==> config.mk <==
export PLATFORM = sky130hd
export DESIGN_NAME = mip_input_path
export DESIGN_NICKNAME = d
export VERILOG_FILES = /design/src/mip_pkg.sv /design/src/mip_dec_if.sv /design/src/mip_decimator.sv /design/src/mip_input_path.sv
export SDC_FILE = /design/constraint.sdc
export NUM_CORES = 1
export LEC_CHECK = 0
export BUFFER_PORTS_ARGS = -buffer_cell sky130_fd_sc_hd__buf_2
export CORE_UTILIZATION = 30
export DETAILED_ROUTE_END_ITERATION = 8
export PLACE_DENSITY = 0.46
export SLEW_MARGIN = 25
export SYNTH_ARGS = -nofsm -noshare
export SYNTH_HDL_FRONTEND = slang
export SYNTH_SLANG_ARGS = --single-unit
==> constraint.sdc <==
create_clock -name clock_in -period 5.6 [get_ports clock_in]
set_clock_uncertainty 0.1 [all_clocks]
set_input_delay 0.28 -clock clock_in [delete_from_list [all_inputs] [get_ports clock_in]]
set_output_delay 0.28 -clock clock_in [all_outputs]
set_load 0.005 [all_outputs]
==> src/mip_pkg.sv <==
// Overview of operation
// - Local inputs converted one after another
// - Decimate converter output, store in sample RAM
// - Remote pairs bypass mux into own decimator
// - Remote samples written directly, no mux slot
// - Eight current inputs form four configurable pairs
// - Preamp enable routes first pair via gain 8
// - First pair differential selectable on its own
// - Remote select turns pairs two-four digital
// - Remote select low keeps pairs two-four analog
// - First pair never becomes a remote link
// - Link carries data both ways plus power
// - Voltage inputs single-ended only
// - Frame starts at state one, runs count states, one when count is zero
// - Pair result in lower slot, upper untouched
package mip_pkg;
  localparam int          SAMPLE_W      = 22;
  localparam logic [6:0]  DEC_LEN       = 7'h40;   // Modulator bits per sample
  localparam logic [6:0]  STATE_LAST    = 7'h41;   // Last cycle of a mux state
  localparam logic [3:0]  SLOT_UNUSED   = 4'hf;    // Idle mux slot
  localparam logic [3:0]  SLOT_VOLT0    = 4'h8;    // First voltage slot
  localparam logic [3:0]  COUNT_MIN     = 4'h1;
  localparam int          CLK_PERIOD_NS = 40;
  localparam int          LINK_PULSE_NS = 160;     // Width of one drive phase
  localparam logic [3:0]  LINK_PULSE_CYC =
    4'((LINK_PULSE_NS + CLK_PERIOD_NS - 1) / CLK_PERIOD_NS);
  localparam logic [3:0]  LINK_SAMPLE_CYC = 4'hc;  // Reply sample point

  typedef enum logic {ST_START, ST_CONV} mip_phase_t;

  typedef struct packed {
    mip_phase_t                   phase;
    logic [3:0]                   fidx;
    logic [3:0]                   count;
    logic [6:0]                   cyc;
    logic                         rmt;
    logic                         pre;
    logic [3:0]                   diff;
    logic [15:0][3:0]             tbl;
    logic [2:0]                   sync1;
    logic [2:0]                   sync2;
    logic [3:0]                   lcyc;
    logic [2:0]                   pend;
    logic [2:0][SAMPLE_W-1:0]     pdata;
    logic [3:0]                   mux_sel;
    logic                         mux_diff;
    logic                         pre_route;
    logic                         frame_start;
    logic                         wr;
    logic [3:0]                   waddr;
    logic [SAMPLE_W-1:0]          wdata;
    logic [2:0]                   lout;
    logic [2:0]                   loe;
  } mip_state_t;

  typedef struct packed {
    logic [6:0]          nbits;
    logic [6:0]          ones;
    logic                sval;
    logic [SAMPLE_W-1:0] sample;
  } mip_dec_state_t;

  localparam mip_dec_state_t DEC_RESET = '0;

  // Ones count over a window to signed sample
  function automatic logic [SAMPLE_W-1:0] ones_to_sample(input logic [6:0] ones);
    logic [7:0] v;
    v = 8'({ones, 1'b0}) - {1'b0, DEC_LEN};
    return {{(SAMPLE_W-8){v[7]}}, v};
  endfunction
endpackage

==> src/mip_dec_if.sv <==
`timescale 1ns/1ps
interface mip_dec_if;
  import mip_pkg::*;
  logic                bit_valid;
  logic                bit_data;
  logic                clear;
  logic                sample_valid;
  logic [SAMPLE_W-1:0] sample;
  modport source (output bit_valid, bit_data, clear, input sample_valid, sample);
  modport filter (input bit_valid, bit_data, clear, output sample_valid, sample);
endinterface

==> src/mip_decimator.sv <==
`timescale 1ns/1ps
module mip_decimator
  import mip_pkg::*;
(
  input  wire logic clock_in,   // System clock
  input  wire logic rst_n_in,   // Async reset, active low
  mip_dec_if.filter dec         // Bit stream in, samples out
);
  mip_dec_state_t s;
  mip_dec_state_t next_s;

  // Boxcar FIR over a fixed window of modulator bits
  always_comb begin
    next_s = s;
    next_s.sval = 1'b0;
    if (dec.clear) begin
      next_s.nbits = '0;
      next_s.ones = '0;
    end else if (dec.bit_valid) begin
      next_s.nbits = s.nbits + 7'h1;
      next_s.ones = s.ones + {6'h0, dec.bit_data};
      if (next_s.nbits == DEC_LEN) begin
        next_s.sample = ones_to_sample(next_s.ones);
        next_s.sval = 1'b1;
        next_s.nbits = '0;
        next_s.ones = '0;
      end
    end
  end

  // State register
  always_ff @(posedge clock_in or negedge rst_n_in) begin
    if (!rst_n_in) begin
      s <= DEC_RESET;
    end else begin
      s <= next_s;
    end
  end

  assign dec.sample_valid = s.sval;
  assign dec.sample = s.sample;
endmodule

==> src/mip_input_path.sv <==
`timescale 1ns/1ps
module mip_input_path
  import mip_pkg::*;
(
  input  wire logic                clock_in,                         // 25 MHz clock
  input  wire logic                rst_n_in,                         // Async reset, low
  input  wire logic                preamp_enable_in,                 // Gain 8 on first pair
  input  wire logic                first_pair_differential_select_in,// First pair diff
  input  wire logic [2:0]          pair_differential_select_in,      // Pairs 2..4 diff
  input  wire logic                remote_sensor_select_in,          // Pairs 2..4 remote
  input  wire logic [3:0]          mux_state_count_in,               // States per frame
  input  wire logic                adc_bit_in,                       // Converter bits
  input  wire logic [2:0]          link_in,                          // Link pin level
  input  wire logic [2:0]          link_command_in,                  // Downlink bits
  output logic      [3:0]          mux_select_out,                   // Input slot, f idle
  output logic                     mux_differential_out,             // Pair as diff
  output logic                     preamp_route_out,                 // Via preamp
  output logic                     frame_start_out,                  // Frame start pulse
  output logic                     ram_write_out,                    // Sample RAM write
  output logic      [3:0]          ram_addr_out,                     // Sample slot
  output logic      [SAMPLE_W-1:0] ram_data_out,                     // Sample value
  output logic      [2:0]          link_out,                         // Link drive level
  output logic      [2:0]          link_oe_out,                      // Link drive enable
  output logic                     remote_active_out                 // Remote mode live
);
  localparam mip_state_t ST_RESET = '{phase: ST_START, mux_sel: SLOT_UNUSED,
                                      count: COUNT_MIN, default: '0};

  mip_state_t s;
  mip_state_t next_s;

  logic [2:0]                 rs_valid;
  logic [2:0][SAMPLE_W-1:0]   rs_data;
  logic [3:0]                 cur;

  // Ordered slot list for local conversion
  function automatic logic [15:0][3:0] build_tbl(input logic rmt,
                                                 input logic [3:0] diff);
    logic [15:0][3:0] t;
    int               n;
    t = {16{SLOT_UNUSED}};
    n = 0;
    for (int p = 0; p < 4; p++) begin
      if (!(rmt && p != 0)) begin
        t[n] = 4'(2 * p);
        n++;
        if (!diff[p]) begin
          t[n] = 4'(2 * p + 1);
          n++;
        end
      end
    end
    for (int v = 0; v < 3; v++) begin
      t[n] = SLOT_VOLT0 + 4'(v);
      n++;
    end
    return t;
  endfunction

  // Local converter decimator
  mip_dec_if loc_if ();
  mip_decimator u_loc_dec (
    .clock_in (clock_in),
    .rst_n_in (rst_n_in),
    .dec      (loc_if.filter)
  );

  assign cur = s.tbl[s.fidx - 4'h1];

  // Feed converter bits during the state window
  assign loc_if.clear = (s.phase == ST_CONV) && (s.cyc == 7'h0);
  assign loc_if.bit_valid = (s.phase == ST_CONV) && (s.cyc != 7'h0)
                            && (s.cyc <= DEC_LEN);
  assign loc_if.bit_data = adc_bit_in;

  // Dedicated decimators for the remote links
  for (genvar g = 0; g < 3; g++) begin : g_rmt
    mip_dec_if rmt_if ();
    mip_decimator u_rmt_dec (
      .clock_in (clock_in),
      .rst_n_in (rst_n_in),
      .dec      (rmt_if.filter)
    );
    assign rmt_if.clear = !s.rmt;
    assign rmt_if.bit_valid = s.rmt && (s.lcyc == LINK_SAMPLE_CYC);
    assign rmt_if.bit_data = s.sync2[g];
    assign rs_valid[g] = rmt_if.sample_valid;
    assign rs_data[g] = rmt_if.sample;
  end

  // Next-state logic of frame, RAM writes and link
  always_comb begin
    logic found;
    found = 1'b0;
    next_s = s;
    next_s.frame_start = 1'b0;
    next_s.wr = 1'b0;
    next_s.sync1 = link_in;
    next_s.sync2 = s.sync1;
    next_s.lcyc = s.lcyc + 4'h1;
    unique case (s.phase)
      ST_START: begin
        next_s.rmt = remote_sensor_select_in;
        next_s.pre = preamp_enable_in;
        next_s.diff = {pair_differential_select_in,
                       first_pair_differential_select_in};
        next_s.count = (mux_state_count_in == 4'h0) ? COUNT_MIN : mux_state_count_in;
        next_s.tbl = build_tbl(remote_sensor_select_in, next_s.diff);
        next_s.fidx = 4'h1;
        next_s.cyc = 7'h0;
        next_s.phase = ST_CONV;
        next_s.frame_start = 1'b1;
      end
      ST_CONV: begin
        next_s.cyc = s.cyc + 7'h1;
        if (s.cyc == STATE_LAST) begin
          next_s.cyc = 7'h0;
          if (s.fidx == s.count) begin
            next_s.phase = ST_START;
          end else begin
            next_s.fidx = s.fidx + 4'h1;
          end
        end
      end
    endcase
    // Local result into its slot
    if (loc_if.sample_valid && (s.phase == ST_CONV) && (cur != SLOT_UNUSED)) begin
      next_s.wr = 1'b1;
      next_s.waddr = cur;
      next_s.wdata = loc_if.sample;
    end
    // Pending remote samples use idle write cycles
    for (int p = 0; p < 3; p++) begin
      if (!next_s.wr && !found && s.pend[p]) begin
        found = 1'b1;
        next_s.wr = 1'b1;
        next_s.waddr = 4'(2 * p + 2);
        next_s.wdata = s.pdata[p];
        next_s.pend[p] = 1'b0;
      end
    end
    // New sample wins over a same-cycle clear
    for (int p = 0; p < 3; p++) begin
      if (rs_valid[p]) begin
        next_s.pend[p] = 1'b1;
        next_s.pdata[p] = rs_data[p];
      end
    end
    // Mux routing for the coming state
    next_s.mux_sel = (next_s.phase == ST_CONV) ? next_s.tbl[next_s.fidx - 4'h1]
                                               : SLOT_UNUSED;
    next_s.mux_diff = (next_s.mux_sel < SLOT_VOLT0) && !next_s.mux_sel[0]
                      && next_s.diff[next_s.mux_sel[2:1]];
    next_s.pre_route = next_s.pre && (next_s.mux_sel[3:1] == 3'h0);
    // Power pulse, downlink bit, then release for the reply
    if (next_s.rmt && (next_s.lcyc < LINK_PULSE_CYC)) begin
      next_s.lout = 3'h7;
      next_s.loe = 3'h7;
    end else if (next_s.rmt && (next_s.lcyc < 4'(2 * LINK_PULSE_CYC))) begin
      next_s.lout = link_command_in;
      next_s.loe = 3'h7;
    end else begin
      next_s.lout = 3'h0;
      next_s.loe = 3'h0;
    end
  end

  // State register
  always_ff @(posedge clock_in or negedge rst_n_in) begin
    if (!rst_n_in) begin
      s <= ST_RESET;
    end else begin
      s <= next_s;
    end
  end

  // Outputs straight from the state register
  assign mux_select_out = s.mux_sel;
  assign mux_differential_out = s.mux_diff;
  assign preamp_route_out = s.pre_route;
  assign frame_start_out = s.frame_start;
  assign ram_write_out = s.wr;
  assign ram_addr_out = s.waddr;
  assign ram_data_out = s.wdata;
  assign link_out = s.lout;
  assign link_oe_out = s.loe;
  assign remote_active_out = s.rmt;
endmodule

* Word level (Yosys, flattened, before mapping)
Cells that the tools add are included.
** Operators by class
- Divide/modulo/power cells :: 0
- Multipliers :: 0
- Shift-type cells :: 0
- Add/subtract/negate cells :: 25
- $lt $le $gt $ge :: 25
- Reduce and logical (&&, ||, !) cells :: 44
- Bitwise logic cells :: 29
- Equal/unequal tests :: 9
- Mux-type cells :: 86
** Operators by type and width (number)
- 64-bit 2-to-1 mux :: 9
- 32-bit 2-to-1 mux :: 10
- 37-bit 2-to-1 mux :: 8
- 32-bit by 1-bit greater-or-equal comparator with 1-bit output, second input constant :: 9
- 32-bit by 6-bit < comparator with 1-bit output, second input constant :: 9
- 32-bit by 2-bit adder with 32-bit output, second input constant :: 8
- 32-bit AND :: 5
- 32-bit inverter :: 5
- 32-bit bitwise OR :: 5
- 48-bit AND :: 3
- 4-bit demux with 4-bit select :: 9
- 48-bit inverter :: 3
- 27-bit 2-to-1 mux :: 4
- 23-bit 2-to-1 mux :: 4
- 70-bit 2-to-1 mux :: 1
- 4-bit 2-to-1 mux :: 15
- 14-bit 2-to-1 mux :: 4
- 16-bit bitwise OR :: 3
- 48-bit bitwise OR :: 1
- 7-bit by 1-bit adder with 7-bit output, second input constant :: 5
- 7-bit equality test, second input constant :: 5
- 4-bit binary-select mux with 4-bit select :: 2
- 8-bit by 7-bit subtractor with 8-bit output, second input constant :: 4
- 7-bit by 1-bit adder with 7-bit output :: 4
- 32 further kinds :: 83
** Word-level totals
- Register bits :: 255
- Bits in writable memories :: 0
- Logic and storage cells :: 275
- Memories kept :: 0
- ROM bits :: 0
- Latch bits :: 0

* Longest topological paths before layout
- Word-level depth :: 32
- Mapped depth :: 27
- Gate-level depth less buffers :: 23

* By module
A second synthesis with hierarchy kept.
** Second synthesis, totals
- Cell total of the unflattened synthesis :: 1831
- Area total of the unflattened synthesis :: 17589.4 µm²
** Modules (own cells, without submodules)
- mip_input_path :: cells an instance 1279, area an instance 12234.2 µm², times used 1
- mip_decimator :: cells an instance 138, area an instance 1338.8 µm², times used 4

* Worst setup path after synthesis
No wires, ideal clock.
- Path type :: in2reg
- Start :: input port first_pair_differential_select_in
- End :: register s (netlist bit mux_differential_out)
- Data arrival time :: 5.348 ns
- Stages on the path :: 22
- Setup slack :: 0.065 ns
- Cell sequence :: inv_1 > ha_1 > buf_2 > inv_1 > nor3_1 > ha_1 > and2b_1 > buf_6 > nor2_1 > a21boi_1 > and2_1 > ha_1 > nor4_1 > nor2_1 > a311o_1 > or4_1 > or2_1 > a221oi_2 > o211ai_1 > and3b_1 > or3_1 > a211oi_2
** RTL lines
- start, declared :: RTL line mip_input_path.sv:8 : input wire logic first_pair_differential_select_in,
- end signal, assigned :: RTL line mip_input_path.sv:173 : s <= next_s;
- end, declared :: RTL line mip_input_path.sv:29 : mip_state_t s;

==> metrics.yaml <==
setup_path:
  setup.worst_path.class: "in -> reg"
  startpoint_type: "input port"
  critical-path-top-delay-family: "compound AO/OA/AOI/OAI gates"
  endpoint_kind: "register"
  max_stage_delay_ps: 510
  slowest_stage: "a31oi_1"
  path_buf_inv: 7
  reg2reg_to: "mux_differential_out"
  cp.required_ps: 5950
  timing.reg2reg.setup_slack_ps: 670
  reg2reg_from: "s[201]"
  r2r_cells: 15
  crit_arrival_ps: 5330
  crit_fanout: 8
sta:
  rsz0062_at_grt: "no"
  period_minus_slack_ps: 4980
  worst_pin_slew_ps: 808
  fmax_mhz: 201
  hold_violations: 0
  report.final.slew_viol_count: 0
  setup_tns_ps: 0
  finalCritPeriodShare_pct: 88.9
  setup_ws_ps: 619
  slew_headroom_pct: 45.9
  setup_viol: 0
layout:
  fin_nets: 1670
  syn2layout_area_growth_pct: 15.4
  final_cells: 2241
  n_antenna_cell: 0
  final_layout_size_suffix_gt1_share_pct: 17.9
clock_tree:
  path_clk_slew_ps: 60
  numCtsBuffers: 28
  cts_tree: "done"
  postCtsSetupBuffers: 0
  cts.htree.levels: 1
  clock_latency_ps: 570
  cts_root_buf: "clkbuf_16"
  cts_sinks: 231
  clockBufferDepth: 3
floorplanning:
  core_area_um2: 46600
  chipHeight_um: 219
  fp-row-count: 79
  die_w_um: 219
  initial_core_util_pct: 30.4
  die-area_um2: 48100
  io_pins: 60
yosys:
  synth_edf_count: 0
  seq_area_frac_synth_pct: 40.9
  syn_area_um2: 14200
  ys_ff_latch: 231
  netlist.area_leader.share_pct: 40.0
  synthArstFlopShare_pct: 100
  ys_types: 86
  synthFlopType: "dfrtp_1"
  synth_largest_area_cell: "dfrtp_1"
  syn_area_per_cell_um2: 9.13
  yosysWarnings: 0
  synthTopCellsByCount: "226 x dfrtp_1, 185 x nand2_1, 134 x nor2_1"
  synthMostInstantiatedCell: "dfrtp_1"
  syn_inst: 1550
  yosys-top-cells-area: "dfrtp_1 40%, nand2_1 4.9%, o21ai_0 4.2%"
global_routing:
  track_usage_pct: 18.4
  grt_overflow: 0
  grt_max_degree: 88
  grt_pass1_vias: 11900
  antenna_found_initial: 0
  grt_pass1_wl_mm: 69.0
power:
  p_sw_uw: 1290
  ir_drop_v: 0.000219
  pwr_density_cell_nw_per_um2: 274
  pwr-share-clk_pct: 41.9
  p_seq_share_pct: 41.2
  leakage_uw: 0.00723
  combPwrFrac_pct: 17.0
  switching_share_pct: 28.9
  internal-power_uw: 3190
hold_path:
  hp-start: "pair_differential_select_in[0]"
  hold_path_class: "in -> reg"
  holdPathEnd: "s[184]"
  holdPathStages: 3
drt:
  drt_iter0_drc: 1012
  ant_nets: 0
  remaining_drc_errors: 0
  routed_wl_mm: 43.6
  vias: 11800
  viasPerCell: 5.28
  avgRoutedWirePerCell_um: 19.4
  first_pass_iters: 5
status:
  status: "complete, no violations"
place:
  gp_congestion: 0.962
  dp.cells: 2177
  hpwl_mm: 32.5
  portBuffers: 58
  dp_slack_ps: 38.6
flow_run:
  maxCapViolations: 0
==> area by class of cell <==
| class | instances | area (µm²) |
|---|---|---|
| flip-flops and latches | 231 | 5790 |
| well taps | 607 | 759 |
| repair buffers | 160 | 1100 |
| clock inverters | 15 | 188 |
| clock buffers | 36 | 771 |
| inverters | 57 | 214 |
| multi-input cells | 1135 | 7520 |
| fillers | 4838 | 30200 |
==> layer usage <==
| layer | vias to the layer above | routed length (µm) | global-route usage, % | share of wire (%) |
|---|---|---|---|---|
| li1 | 5629 | - | - | - |
| met1 | 5800 | 19500 | 24.2 | 45 |
| met2 | 322 | 20800 | 31.1 | 48 |
| met3 | 87 | 1740 | 2.34 | 4.0 |
| met4 | 0 | 1510 | 6.18 | 3.5 |
| met5 | - | 0 | 0 | 0 |
==> cell usage in the layout (no fill, tap or decap), types with 42 or more instances in the layout <==
| master | Yosys | final |
|---|---|---|
| o21ai_0 | 119 | 119 |
| buf_2 | 13 | 57 |
| nand2_1 | 185 | 185 |
| nand3_1 | 48 | 48 |
| nor3_1 | 42 | 42 |
| dfrtp_1 | 226 | 225 |
| a21oi_1 | 57 | 57 |
| mux2_2 | 44 | 44 |
| xnor2_1 | 46 | 45 |
| inv_1 | 55 | 55 |
| buf_4 | 38 | 89 |
| nor2_1 | 134 | 134 |
==> per-stage QoR <==
step | total power [µW] | hold WS (ps) | instance area (µm²) | util, %
final | 4480 | 20.6 | 16300 | 35.1
after floorplan | 2310 | -116 | 14200 | -
after global placement | 2620 | 241 | 15200 | 32.8
after global routing | 4690 | 66.9 | 16300 | 35.1
after detailed placement | 2620 | 237 | 15200 | 32.8
after CTS | 4540 | 26.6 | 16300 | 35.1
==> worst max-delay path by stage <==
stage | endpoint | slack, ps | startpoint | cells after the start
floorplan | mux_differential_out | 70 | first_pair_differential_select_in | 22
global placement | mux_differential_out | 20 | first_pair_differential_select_in | 24
detailed placement | preamp_route_out | 40 | pair_differential_select_in[0] | 25
CTS | mux_differential_out | 630 | s[201] | 15
global route | mux_differential_out | 110 | pair_differential_select_in[0] | 25
finish | mux_differential_out | 620 | pair_differential_select_in[0] | 25
==> power by group through the flow <==
stage / clock [µW] / sequential [µW] / combinational (µW)
global route: 2000 / 1860 / 831
global placement: 0 / 1870 / 750
detailed placement: 0 / 1870 / 747
CTS: 1940 / 1840 / 756
finish: 1880 / 1840 / 761
floorplan: 0 / 1840 / 466
==> cells by family after synthesis <==
group / synth area share, %
multiplexers: 8.20
AO/OA/AOI/OAI: 17.3
XOR/XNOR: 5.14
AND/OR/NAND/NOR: 18.8
flip-flops: 40.9
other: 0.0531
adder cells (fa/ha/maj): 3.43
buffers and inverters: 6.13
==> flip-flops by register name (all words and copies together) (netlist names) <==
register and count:
g_rmt.u_rmt_dec.s 42, ram_addr_out 4, u_loc_dec.s 14, u_loc_dec.dec.sample 7
link_out 3, ram_data_out 7, g_rmt.rmt_if.bit_data 3, link_oe_out 1
mux_differential_out 1, frame_start_out 1, next_s 3, preamp_route_out 1
s 113, remote_active_out 1, g_rmt.u_rmt_dec.dec.sample_valid 3, u_loc_dec.dec.sample_valid 1
ram_write_out 1, mux_select_out 4, g_rmt.u_rmt_dec.dec.sample 21
==> worst register-to-register path, stage by stage, from the launching register on <==
cell and delay, ps:
dfrtp_1 450, xor2_1 170, nor4_1 400, nand2b_1 360
xnor2_1 160, buf_4 280, nand2_1 110, inv_1 200
ha_1 590, clkinv_1 510, o31ai_1 380, a221oi_1 160
o31ai_2 110, nand4_1 220, or3_1 450, a211oi_2 210
==> repair_timing <==
action,CTS,global route
resized for setup,0,0
hold buffers,13,0
endpoints found under the hold margin,92,0
Note: power is estimated with default switching activity, not from simulation.
